File: src/hdl/reset_seq_pkg.sv
package reset_seq_pkg;

  // ----------------------------------------------------------------
  // timing
  // ----------------------------------------------------------------
  localparam int unsigned CLK_PERIOD_NS       = 100;
  localparam int unsigned FILTER_TIME_NS      = 2000;
  localparam int unsigned FILTER_CYCLES       = (FILTER_TIME_NS + CLK_PERIOD_NS - 1) / CLK_PERIOD_NS;
  localparam int unsigned FILTER_CNT_W        = 5;
  localparam int unsigned RC_PERIOD_NS        = 32000;
  localparam int unsigned RC_TICK_CYCLES      = RC_PERIOD_NS / CLK_PERIOD_NS;
  localparam int unsigned RC_DIV_W            = 9;
  localparam int unsigned POWERUP_TICKS       = 2048;
  localparam int unsigned POWERUP_W           = 11;
  localparam int unsigned INTERNAL_HOLD_NS    = 1600;
  localparam int unsigned INTERNAL_HOLD_CYCLES = INTERNAL_HOLD_NS / CLK_PERIOD_NS;
  localparam int unsigned HOLD_W              = 5;
  localparam int unsigned CFG_W               = 16;

  // ----------------------------------------------------------------
  // register map
  // ----------------------------------------------------------------
  localparam logic [7:0] OFS_CAUSE  = 8'h00;
  localparam logic [7:0] OFS_STACK  = 8'h04;
  localparam logic [7:0] OFS_CTRL   = 8'h08;
  localparam logic [7:0] OFS_STATUS = 8'h0C;

  localparam int unsigned BIT_BROWNOUT = 0;
  localparam int unsigned BIT_POWERON  = 1;
  localparam int unsigned BIT_POWERDN  = 2;
  localparam int unsigned BIT_WATCHDOG = 3;
  localparam int unsigned BIT_RSTINSTR = 4;
  localparam int unsigned BIT_MISMATCH = 5;
  localparam int unsigned BIT_STK_UNF  = 6;
  localparam int unsigned BIT_STK_FULL = 7;
  localparam int unsigned BIT_STK_EN   = 0;

  localparam logic [7:0]  CAUSE_RESET    = 8'h3C;
  localparam logic        STK_EN_RESET   = 1'b1;
  localparam logic [20:0] RESTART_VECTOR = 21'h0_0000;

  // ----------------------------------------------------------------
  // types
  // ----------------------------------------------------------------
  typedef enum logic [1:0] {
    MODE_FULL  = 2'b00,
    MODE_RUN   = 2'b01,
    MODE_IDLE  = 2'b10,
    MODE_SLEEP = 2'b11
  } power_mode_t;

  typedef enum logic [1:0] {
    SEQ_RESET   = 2'b00,
    SEQ_POWERUP = 2'b01,
    SEQ_RUN     = 2'b10
  } seq_state_t;

  typedef struct packed {
    logic config_mismatch_flag;
    logic reset_instr_flag;
    logic watchdog_timeout_flag;
    logic powerdown_flag;
    logic poweron_flag;
    logic brownout_flag;
    logic stack_full_flag;
    logic stack_underflow_flag;
  } reset_flags_t;

  typedef struct packed {
    logic watchdog_timeout;
    logic reset_instr;
    logic stack_full;
    logic stack_underflow;
    logic interrupt_wake;
  } core_events_t;

endpackage

File: src/hdl/pin_glitch_filter.sv
`timescale 1ns/100ps
module pin_glitch_filter (
  input  wire logic core_clk,
  input  wire logic sys_rst,
  input  wire logic pin_in,
  output logic      filtered
);
  import reset_seq_pkg::*;

  typedef struct packed {
    logic                    meta;
    logic                    sync;
    logic                    level;
    logic [FILTER_CNT_W-1:0] cnt;
  } filt_state_t;

  filt_state_t st;
  filt_state_t next_st;

  // ----------------------------------------------------------------
  // sync then stability count
  // ----------------------------------------------------------------
  // a change is taken only after it stood for the whole filter time
  always_comb begin
    next_st      = st;
    next_st.meta = pin_in;
    next_st.sync = st.meta;
    if (st.sync != st.level) begin
      if (st.cnt == FILTER_CNT_W'(FILTER_CYCLES - 1)) begin
        next_st.level = st.sync;
        next_st.cnt   = '0;
      end else begin
        next_st.cnt = st.cnt + 1'b1;
      end
    end else begin
      next_st.cnt = '0; // glitch shorter than filter: discarded
    end
  end

  always_ff @(posedge core_clk) begin
    if (sys_rst) begin
      st <= '{meta: 1'b1, sync: 1'b1, level: 1'b1, cnt: '0};
    end else begin
      st <= next_st;
    end
  end

  assign filtered = st.level;
endmodule

File: src/hdl/powerup_timer.sv
`timescale 1ns/100ps
module powerup_timer #(
  parameter int unsigned TICKS = reset_seq_pkg::POWERUP_TICKS
) (
  input  wire logic core_clk,
  input  wire logic sys_rst,
  input  wire logic restart,
  output logic      running
);
  import reset_seq_pkg::*;

  typedef struct packed {
    logic [RC_DIV_W-1:0]  div;
    logic                 tick;
    logic [POWERUP_W-1:0] cnt;
    logic                 run;
  } timer_state_t;

  timer_state_t st;
  timer_state_t next_st;

  // ----------------------------------------------------------------
  // internal rc clock enable and eleven-bit count
  // ----------------------------------------------------------------
  // no enable input: the delay can not be skipped by anyone
  always_comb begin
    next_st      = st;
    next_st.tick = 1'b0;
    if (st.div == RC_DIV_W'(RC_TICK_CYCLES - 1)) begin
      next_st.div  = '0;
      next_st.tick = 1'b1; // one pulse per rc period
    end else begin
      next_st.div = st.div + 1'b1;
    end
    if (restart) begin
      next_st.div  = '0; // prescaler too: only full periods after a restart
      next_st.tick = 1'b0;
      next_st.cnt = '0;
      next_st.run = 1'b1;
    end else if (st.run && st.tick) begin
      if (st.cnt == POWERUP_W'(TICKS - 1)) begin
        next_st.run = 1'b0;
      end else begin
        next_st.cnt = st.cnt + 1'b1;
      end
    end
  end

  always_ff @(posedge core_clk) begin
    if (sys_rst) begin
      st <= '{div: '0, tick: 1'b0, cnt: '0, run: 1'b1};
    end else begin
      st <= next_st;
    end
  end

  assign running = st.run;
endmodule

File: src/hdl/reset_source_and_powerup_timer.sv
// The implementer's own choices: the register addresses and the APB slave port.
`timescale 1ns/100ps
module reset_source_and_powerup_timer #(
  parameter int unsigned POWERUP_TICKS = reset_seq_pkg::POWERUP_TICKS
) (
  input  wire logic                              core_clk,
  input  wire logic                              sys_rst,
  input  wire logic                              psel,
  input  wire logic                              penable,
  input  wire logic                              pwrite,
  input  wire logic [7:0]                        paddr,
  input  wire logic [31:0]                       pwdata,
  output logic      [31:0]                       prdata,
  output logic                                   pready,
  output logic                                   pslverr,
  input  wire logic                              ext_reset_n_pin_in,
  output logic                                   ext_reset_n_pin_out,
  output logic                                   ext_reset_n_pin_oe_n,
  input  wire logic                              poweron_detect,
  input  wire logic                              regulator_enable_pin,
  input  wire logic                              regulator_low,
  input  wire logic [reset_seq_pkg::CFG_W-1:0]   config_word,
  input  wire logic [reset_seq_pkg::CFG_W-1:0]   config_shadow,
  input  wire reset_seq_pkg::power_mode_t        power_mode,
  input  wire reset_seq_pkg::core_events_t       core_events,
  output logic                                   core_reset,
  output logic                                   wake_resume,
  output logic      [20:0]                       restart_vector,
  output reset_seq_pkg::reset_flags_t            flags
);
  import reset_seq_pkg::*;

  // ----------------------------------------------------------------
  // state
  // ----------------------------------------------------------------
  typedef struct packed {
    logic [2:0]        meta;       // poweron, regulator enable, regulator low
    logic [2:0]        sync;
    logic              por_q;
    logic              bo_q;
    logic              mm_q;
    logic              pin_q;
    reset_flags_t      flags;
    logic              stk_enable;
    logic [HOLD_W-1:0] hold;
    seq_state_t        seq;
    logic              wake;
    logic              core_reset;
    logic [31:0]       rdata;
    logic              slverr;
  } main_state_t;

  main_state_t st;
  main_state_t next_st;

  logic pin_filtered;
  logic timer_running;
  logic pin_active;
  logic por_now;
  logic bo_now;
  logic mm_now;
  logic sleepish;
  logic wd_reset;
  logic wd_wake;
  logic int_wake;
  logic stk_reset;
  logic internal_ev;
  logic any_source;
  logic timer_restart;
  logic apb_setup;
  logic apb_write;

  // ----------------------------------------------------------------
  // read mux
  // ----------------------------------------------------------------
  // reserved bits read as zero; unmapped offsets flag an error
  function automatic logic [31:0] read_word(input logic [7:0] addr, input main_state_t s);
    logic [31:0] w;
    w = '0;
    case (addr)
      OFS_CAUSE: begin
        w[BIT_MISMATCH] = s.flags.config_mismatch_flag;
        w[BIT_RSTINSTR] = s.flags.reset_instr_flag;
        w[BIT_WATCHDOG] = s.flags.watchdog_timeout_flag;
        w[BIT_POWERDN]  = s.flags.powerdown_flag;
        w[BIT_POWERON]  = s.flags.poweron_flag;
        w[BIT_BROWNOUT] = s.flags.brownout_flag;
      end
      OFS_STACK: begin
        w[BIT_STK_FULL] = s.flags.stack_full_flag;
        w[BIT_STK_UNF]  = s.flags.stack_underflow_flag;
      end
      OFS_CTRL: begin
        w[BIT_STK_EN] = s.stk_enable;
      end
      OFS_STATUS: begin
        w[4:0] = {s.bo_q, s.mm_q, s.pin_q, s.seq == SEQ_POWERUP, s.core_reset};
      end
      default: begin
        w = '0;
      end
    endcase
    return w;
  endfunction

  function automatic logic is_mapped(input logic [7:0] addr);
    return (addr == OFS_CAUSE) || (addr == OFS_STACK) ||
           (addr == OFS_CTRL) || (addr == OFS_STATUS);
  endfunction

  // ----------------------------------------------------------------
  // sub blocks
  // ----------------------------------------------------------------
  pin_glitch_filter u_pin_filter (
    .core_clk (core_clk),
    .sys_rst  (sys_rst),
    .pin_in   (ext_reset_n_pin_in),
    .filtered (pin_filtered)
  );

  powerup_timer #(
    .TICKS (POWERUP_TICKS)
  ) u_powerup_timer (
    .core_clk (core_clk),
    .sys_rst  (sys_rst),
    .restart  (timer_restart),
    .running  (timer_running)
  );

  // ----------------------------------------------------------------
  // source levels and event decode
  // ----------------------------------------------------------------
  // power-on and brown-out use the second sync stage only, never the first
  always_comb begin
    pin_active    = ~pin_filtered;
    por_now       = st.sync[0];
    bo_now        = st.sync[1] & st.sync[2];
    mm_now        = (config_word != ~config_shadow);
    sleepish      = (power_mode == MODE_IDLE) || (power_mode == MODE_SLEEP);
    wd_reset      = core_events.watchdog_timeout & ~sleepish;
    wd_wake       = core_events.watchdog_timeout & sleepish;
    int_wake      = core_events.interrupt_wake & (power_mode != MODE_FULL);
    stk_reset     = st.stk_enable & (core_events.stack_full | core_events.stack_underflow);
    internal_ev   = wd_reset | core_events.reset_instr | stk_reset | (mm_now & ~st.mm_q);
    // power-up delay runs only once power-on and brown-out have both gone
    timer_restart = por_now | bo_now;
    any_source    = pin_active | por_now | bo_now | mm_now | (st.hold != '0);
    apb_setup     = psel & ~penable;
    apb_write     = psel & penable & pwrite;
  end

  // ----------------------------------------------------------------
  // next state
  // ----------------------------------------------------------------
  always_comb begin
    next_st       = st;
    next_st.meta  = {regulator_low, regulator_enable_pin, poweron_detect};
    next_st.sync  = st.meta;
    next_st.por_q = por_now;
    next_st.bo_q  = bo_now;
    next_st.mm_q  = mm_now;
    next_st.pin_q = pin_active;
    next_st.wake  = 1'b0;

    // software writes go first so that a hardware event in the same cycle wins
    if (apb_write) begin
      case (paddr)
        OFS_CAUSE: begin
          next_st.flags.config_mismatch_flag = pwdata[BIT_MISMATCH];
          next_st.flags.reset_instr_flag     = pwdata[BIT_RSTINSTR];
          next_st.flags.poweron_flag         = pwdata[BIT_POWERON];
          next_st.flags.brownout_flag        = pwdata[BIT_BROWNOUT];
        end
        OFS_STACK: begin
          next_st.flags.stack_full_flag      = pwdata[BIT_STK_FULL];
          next_st.flags.stack_underflow_flag = pwdata[BIT_STK_UNF];
        end
        OFS_CTRL: begin
          next_st.stk_enable = pwdata[BIT_STK_EN];
        end
        default: begin
          next_st.stk_enable = st.stk_enable;
        end
      endcase
    end

    // external pin reset, flags depend on the power mode at the time
    if (pin_active && !st.pin_q) begin
      case (power_mode)
        MODE_RUN: begin
          next_st.flags.watchdog_timeout_flag = 1'b1;
        end
        MODE_IDLE, MODE_SLEEP: begin
          next_st.flags.watchdog_timeout_flag = 1'b1;
          next_st.flags.powerdown_flag        = 1'b0;
        end
        default: begin
          next_st.flags = next_st.flags;
        end
      endcase
    end

    // watchdog: reset when awake, resume when asleep
    if (wd_reset) begin
      next_st.flags.watchdog_timeout_flag = 1'b0;
    end
    if (wd_wake) begin
      next_st.flags.watchdog_timeout_flag = 1'b0;
      next_st.flags.powerdown_flag        = 1'b0;
      next_st.wake                        = 1'b1;
    end
    if (int_wake) begin
      next_st.flags.powerdown_flag = 1'b0;
      next_st.wake                 = 1'b1;
    end

    if (core_events.reset_instr) begin
      next_st.flags.reset_instr_flag = 1'b0;
    end

    // stack events: underflow flags even when no reset is taken
    if (core_events.stack_full && st.stk_enable) begin
      next_st.flags.stack_full_flag = 1'b1;
    end
    if (core_events.stack_underflow) begin
      next_st.flags.stack_underflow_flag = 1'b1;
    end

    if (mm_now && !st.mm_q) begin
      next_st.flags.config_mismatch_flag = 1'b0;
    end

    if (bo_now && !st.bo_q) begin
      next_st.flags.reset_instr_flag      = 1'b1;
      next_st.flags.watchdog_timeout_flag = 1'b1;
      next_st.flags.powerdown_flag        = 1'b1;
      next_st.flags.brownout_flag         = 1'b0;
    end

    // power-on last: it overrides every other cause in the same cycle except the config mismatch flag
    if (por_now && !st.por_q) begin
      next_st.flags.reset_instr_flag      = 1'b1;
      next_st.flags.watchdog_timeout_flag = 1'b1;
      next_st.flags.powerdown_flag        = 1'b1;
      next_st.flags.poweron_flag          = 1'b0;
      next_st.flags.brownout_flag         = 1'b0;
      next_st.flags.stack_full_flag       = 1'b0;
      next_st.flags.stack_underflow_flag  = 1'b0;
    end

    // short internal resets are stretched so the core sees them
    if (internal_ev) begin
      next_st.hold = HOLD_W'(INTERNAL_HOLD_CYCLES);
    end else if (st.hold != '0) begin
      next_st.hold = st.hold - 1'b1;
    end

    // sequence: pin low past timer expiry releases as soon as it rises
    if (any_source) begin
      next_st.seq = SEQ_RESET;
    end else if (timer_running) begin
      next_st.seq = SEQ_POWERUP;
    end else begin
      next_st.seq = SEQ_RUN;
    end
    case (next_st.seq)
      SEQ_RESET:   next_st.core_reset = 1'b1;
      SEQ_POWERUP: next_st.core_reset = 1'b1;
      SEQ_RUN:     next_st.core_reset = 1'b0;
      default:     next_st.core_reset = 1'b1;
    endcase

    // read data is fetched in the setup cycle and held for the access
    if (apb_setup) begin
      next_st.rdata  = read_word(paddr, st);
      next_st.slverr = ~is_mapped(paddr);
    end
  end

  // ----------------------------------------------------------------
  // registers
  // ----------------------------------------------------------------
  // sys_rst is the power-on event: flags take their power-on values
  always_ff @(posedge core_clk) begin
    if (sys_rst) begin
      st            <= '0;
      st.flags      <= reset_flags_t'({CAUSE_RESET[5:0], 2'b00});
      st.stk_enable <= STK_EN_RESET;
      st.seq        <= SEQ_RESET;
      st.core_reset <= 1'b1;
    end else begin
      st <= next_st;
    end
  end

  // ----------------------------------------------------------------
  // outputs
  // ----------------------------------------------------------------
  assign prdata               = st.rdata;
  assign pready               = 1'b1; // zero wait states
  assign pslverr              = st.slverr;
  assign ext_reset_n_pin_out  = 1'b1;
  assign ext_reset_n_pin_oe_n = 1'b1;
  assign core_reset           = st.core_reset;
  assign wake_resume          = st.wake;
  assign restart_vector       = RESTART_VECTOR;
  assign flags                = st.flags;
endmodule

File: config.mk
export PLATFORM = sky130hd
export DESIGN_NAME = reset_source_and_powerup_timer
export DESIGN_NICKNAME = d
export VERILOG_FILES = /design/src/hdl/reset_seq_pkg.sv /design/src/hdl/pin_glitch_filter.sv /design/src/hdl/powerup_timer.sv /design/src/hdl/reset_source_and_powerup_timer.sv
export SDC_FILE = /design/constraint.sdc
export NUM_CORES = 1
export LEC_CHECK = 0
export BUFFER_PORTS_ARGS = -buffer_cell sky130_fd_sc_hd__buf_2
export CORE_MARGIN = 2
export CORE_UTILIZATION = 47
export DETAILED_ROUTE_END_ITERATION = 12
export PLACE_DENSITY = 0.91
export SLEW_MARGIN = 25
export SYNTH_ARGS = -nofsm -noshare
export SYNTH_HDL_FRONTEND = slang
export SYNTH_SLANG_ARGS = --single-unit
File: constraint.sdc
create_clock -name core_clk -period 2.2 [get_ports core_clk]
set_input_delay 0.33 -clock core_clk [delete_from_list [all_inputs] [get_ports core_clk]]
set_output_delay 0.33 -clock core_clk [all_outputs]
set_load 0.005 [all_outputs]
## Yosys cells after proc, flatten, opt, wreduce, memory -nomap -nowiden

Cells that the tools add are included.

- $add $sub $neg: 4
- Equal/unequal tests: 13
- Muxes and demuxes: 28
- Bitwise logic cells: 26
- Reduce and logical (&&, ||, !) cells: 36

Operators with widths:

| cell | count |
|---|---|
| $eq 8x4->1 const B | 2 |
| $mux 2 | 8 |
| $ne 16x16->1 | 1 |
| $not 16->16 | 1 |
| $mux 5 | 3 |
| $mux 1 | 14 |
| $reduce_and 2->1 | 6 |
| $reduce_bool 3->1 | 4 |
| $reduce_or 3->1 | 4 |
| $add 11x1->11 const B | 1 |
| $eq 11x11->1 const B | 1 |
| $add 9x1->9 const B | 1 |
| $and 1x1->1 | 9 |
| $eq 9x9->1 const B | 1 |
| $or 1x1->1 | 9 |
| $eq 8x3->1 const B | 1 |
| $logic_not 8->1 | 1 |
| $pmux 4 s2 | 1 |
| $reduce_or 2->1 | 4 |
| $not 1->1 | 7 |
| $eq 2x2->1 const B | 3 |
| $logic_and 1x1->1 | 6 |
| $mux 6 | 1 |
| $add 5x1->5 const B | 1 |
| 9 further kinds | 17 |

- Flip-flop bits (word level): 67
- Input port bits: 88
- Output and inout bits: 67
- Logic and storage cells: 137

## Depth between registers and ports, before layout

- Word-level depth: 8
- Depth in mapped cells: 6
- Gate-level depth less buffers: 6

## Modules after synthesis

A second synthesis with hierarchy kept.

- Cell total of the unflattened synthesis: 391
- Area, all modules: 3520.9 um^2

Modules (own cells, without submodules):

| module | instances | cells an instance | area each (um^2) | sequential area each (um^2) |
|---|---|---|---|---|
| reset_source_and_powerup_timer | 1 | 251 | 2189.6 | 740.7 |
| powerup_timer | 1 | 109 | 1009.7 | 440.4 |
| pin_glitch_filter | 1 | 31 | 321.6 | 160.2 |

## Least setup slack after synthesis

OpenSTA, ideal clock, no wires.

- Kind: reg2reg
- From: register st[37] (netlist name)
- To: register core_reset (netlist name)
- Setup time: 0.127 ns
- Data arrival time: 1.433 ns
- Data required time: 2.073 ns
- Slack: 0.640 ns
- Cell stages (with the launch flop): 6
- Path buffers: 0
- Clock period less this slack: 1.560 ns
- Cells stage by stage: dfxtp_1 > inv_1 > ha_1 > nor4b_2 > nand3_1 > or3_1

- Word-level cells in the longest chain between the ends: 5

RTL lines:

| element | RTL line | text |
|---|---|---|
| start: declaration | reset_source_and_powerup_timer.sv:53 | `main_state_t st;` |
| start signal: assignment | reset_source_and_powerup_timer.sv:292 | `st <= next_st;` |
| $reduce_bool 5->1 | reset_source_and_powerup_timer.sv:147 | `any_source = pin_active \| por_now \| bo_now \| mm_now \| (st.hold != '0);` |
| $or 1x1->1 | reset_source_and_powerup_timer.sv:147 |  |
| $mux 2 | reset_source_and_powerup_timer.sv:259 | `if (any_source) begin` |
| $eq 2x2->1 | reset_source_and_powerup_timer.sv:266 | `case (next_st.seq)` |
| $mux 1 | reset_source_and_powerup_timer.sv:266 |  |

Every way passes these cells.
A chain may end at the register's enable or synchronous reset.

## Worst setup path in the final report

- From: register u_powerup_timer.st[13] (netlist name)
- To: register u_powerup_timer.st[20] (netlist name)

- Word-level cells in the longest chain between the ends: 2
- Elaborated cells between the ends (all ways): 3
- Classes of those cells: 1 x add/sub; 1 x eq/ne; 1 x reduce/logical

RTL lines:

| element | RTL line | text |
|---|---|---|
| start: declaration | powerup_timer.sv:19 | `timer_state_t st;` |
| start signal: assignment | powerup_timer.sv:51 | `st <= '{div: '0, tick: 1'b0, cnt: '0, run: 1'b1};` |
| start signal: assignment | powerup_timer.sv:53 | `st <= next_st;` |
| parallel branches: the longest is 2 deep, another holds $add 9x1->9 | - |  |

Parallel ways; which one is timed is not known.

==> impl_summary.log <==
[metrics] Worst slew margin: ~55%
[metrics] iteration count of the initial detailed-routing pass: 4
[metrics] Peak supply drop: a little under 0.0004 V
[metrics] cts bufs inserted: 9
[metrics] sequential share of the synthesized area: 38.9%
[metrics] Commonest cells post-synth: 67 x dfxtp_1, 64 x buf_4, 36 x nor2_1
[metrics] core occupancy in the finished layout: approximately 54%
[metrics] number of DRC violations after detailed routing: 0
[metrics] vias in the first global route: 2481
[metrics] count of synthesis-stage warnings from yosys: 0
[metrics] slowest stage delay, CP: roughly 380 ps
[metrics] critical-path cell list: ha_1 > nand2_1 > or2_1 > o31ai_4 > nor2_1
[metrics] clock-pin slew on the worst setup and hold paths: roughly 70 ps
[metrics] layout overhead on the synthesized area: 11.4%
[metrics] total of endpoints with negative setup slack in the final report: 0
[metrics] buffer and inverter count on the worst path: 0
[metrics] number of nets at the end of the flow: approximately 550
[metrics] Clock H-tree levels: 3
[metrics] routed len/inst: 11.8 um
[metrics] # Max-Cap Violations: 0
[metrics] number of antenna diodes: 0
[metrics] Worst Setup Path Type: flip-flop to flip-flop
[metrics] DRC marker count from the first detailed-route iteration: 97
[metrics] cell area power density: around 650 nW/um2
[metrics] Vert. Die Dim: between 80 and 90 um
[metrics] total placed cells including tap cells: 543
[metrics] routed wire length: approximately 6.6 mm
[metrics] final critical-path share of the clock period: a little under three quarters
[metrics] endpoint type of the worst setup path: flip-flop
[metrics] initial antenna violation count: 0
[metrics] clock latency on the worst-skew pair: around 340 ps
[metrics] result of the run: finished, final reports clean
[metrics] mean post-synth cell area: around 8.9 um2
[metrics] first-pass GRT wire length: around 10 mm
[metrics] maximum fanout along the worst path: 7
[metrics] Post-CTS Repair Setup Buffers: 0
[metrics] Die Footprint: between 8000 and 9000 um2
[metrics] worst clock skew: 7.25 ps
[metrics] Final Non-Filler Cells: approximately 560
[metrics] min Tclk post-route: 1560 ps
[metrics] standard-cell rows: 31
[metrics] number of instances in the synthesized netlist: between 300 and 400
[metrics] most numerous cell in the Yosys netlist: dfxtp_1
[metrics] crit path DAT: ~1800 ps
[metrics] Avg Vias per Cell: roughly 4.8
[metrics] Unique masters post-synth: 50
[metrics] CP Data Required Time: ~2400 ps
[metrics] Crit-path slowest cell: dfxtp_1
[metrics] cell family with most CP delay: simple AND/OR/NAND/NOR gates
[metrics] effective utilization at floorplan: slightly below 50%
[metrics] clock tree from TritonCTS: built
[metrics] Die Width: 89.7 um
[metrics] largest area contributor in the netlist: dfxtp_1
[metrics] achievable frequency: between 600 and 700 MHz
[metrics] count of hold buffers inserted by post-cts repair: 0
[metrics] number of enable flip-flop cells after synthesis: 0
[metrics] number of synthesized register bits: 67
[metrics] depth of the worst register-to-register path: 5
[metrics] Port Buffers: 80
[metrics] Cells on Worst Hold Path: 2
[metrics] CTS root buffer: clkbuf_8
[metrics] Final Slew Violations: 0
[metrics] maximum number of pins on one net before global-route repair: 33
[metrics] Area contributors post-synth: dfxtp_1 39%, buf_4 14%, xnor2_1 6.6%
[metrics] remaining antenna violation count: 0
[metrics] sum of overflow across all layers after global routing: 0
[metrics] number of resized instances in the post-cts repair step: 0
[metrics] reported leakage power: about 1.6 nW
[metrics] Critical Path Source Type: flip-flop
[metrics] deepest clock path buffer count: 2
[metrics] core area: 7180 um2
[metrics] netlist area before placement: 3450 um2
[metrics] Async SR Flop Fraction: 0%
[metrics] Clock Sinks: between 60 and 70
[metrics] total negative slack for setup checks: 0 ps
[metrics] top flip-flop cell by instance count after synthesis: dfxtp_1
[metrics] final hold viol count: 0
[metrics] routability congestion estimate: ~0.8
[metrics] setup repair after global routing missed its margin: false
[metrics] share of layout cells above drive strength 1: roughly a quarter
[metrics] transition time at the pin with the least slew margin: between 600 and 700 ps
[metrics] All-Layer GR Usage: 16.9%
[metrics] post-detailed-placement half-perimeter wirelength: 5.17 mm
[metrics] number of stages on the worst setup path: 5
[metrics] count of pins on the block boundary: 155
[metrics] vias: around 2700
[metrics] worst min-delay path class: primary input to flip-flop
[metrics] fraction of synthesized cell area taken by the top area cell type: 38.9%
-- routing by layer --
layer  global-route usage, %  wire length (um)  up-vias
met5                       0                 0        -
met1                    17.1              2590     1240
li1                        -                 -     1349
met4                    5.16                77        0
met2                    31.6              3490       93
met3                    6.95               449        9
-- cells in the final DEF, fill, tap and decap left out, types with 4 or more instances in the layout --
master,instances
buf_2,80
inv_1,8
nand2b_1,4
xor2_1,5
nor2b_1,16
nand4_1,11
o21ai_1,4
conb_1,48
nor2_1,36
a22o_1,4
xnor2_1,26
nand2_1,24
mux2i_1,5
o21ai_0,8
clkbuf_8,10
nor3_1,7
or3_1,5
ha_1,4
a21oi_1,21
dfxtp_1,67
nand3_1,14
-- worst paths after layout --
check / from / end / slack [ps]
setup / recovery: u_powerup_timer.st[13] / u_powerup_timer.st[20] / 640
hold / removal: core_events[3] / flags[6] / 180
setup reg to reg: u_powerup_timer.st[13] / u_powerup_timer.st[20] / 640
hold reg to reg: u_pin_filter.next_st[6] / u_pin_filter.st[6] / 410
-- registers in the layout, indices dropped and copies added, names as in the netlist --
| signal | flops |
|---|---|
| core_reset | 1 |
| flags | 8 |
| next_st | 4 |
| prdata | 8 |
| pslverr | 1 |
| st | 14 |
| u_pin_filter.filtered | 1 |
| u_pin_filter.next_st | 1 |
| u_pin_filter.st | 6 |
| u_powerup_timer.running | 1 |
| u_powerup_timer.st | 21 |
| wake_resume | 1 |
-- power by group --
group | leakage, nW | switching, mW | internal [mW]
clock | 0.0926 | 0.445 | 0.553
sequential | 0.545 | 0.0188 | 1.24
combinational | 0.970 | 0.134 | 0.113
-- area by class of cell --
| cell class | instances | area (um2) |
|---|---|---|
| Fill cell | 658 | 3340 |
| Sequential cell | 67 | 1340 |
| Clock inverter | 4 | 50.0 |
| Tap cell | 99 | 124 |
| Timing Repair Buffer | 83 | 423 |
| Inverter | 8 | 30.0 |
| Clock buffer | 12 | 145 |
| Multi-Input combinational cell | 286 | 1730 |
-- metrics by stage --
step | worst slack, ps | area (um2) | power, mW | hold WS, ps
3_5_place_dp | 469 | 3640 | 1.53 | 399
3_3_place_gp | 475 | 3640 | 1.52 | 401
6_report | 642 | 3840 | 2.50 | 179
4_1_cts | 613 | 3840 | 2.52 | 167
2_1_floorplan | 640 | 3620 | 1.50 | 389
5_1_grt | 474 | 3840 | 2.61 | 163
-- logic make-up (layout without fill, tap and decap cells) --
logic type                 Yosys count  count (layout)  synth area share (%)
xor gates and xnor gates            31              31                  7.87
adders and majority gates            4               4                  1.45
DFF                                 67              67                  38.9
AOI/OAI and AO/OA                   50              50                  9.51
and+or+nand+nor                    147             147                  24.2
muxes                                6               6                  1.78
other                                2              48                 0.218
buffers and inverters               81             107                  16.0
-- worst reg2reg max path, delay by kind of cell, from the launching register on --
kind	cells	cell delay, ps
adders and majority gates	1	230
DFF	1	380
AOI/OAI and AO/OA	1	380
and+or+nand+nor	3	450
(Power assumes the default switching activity.)
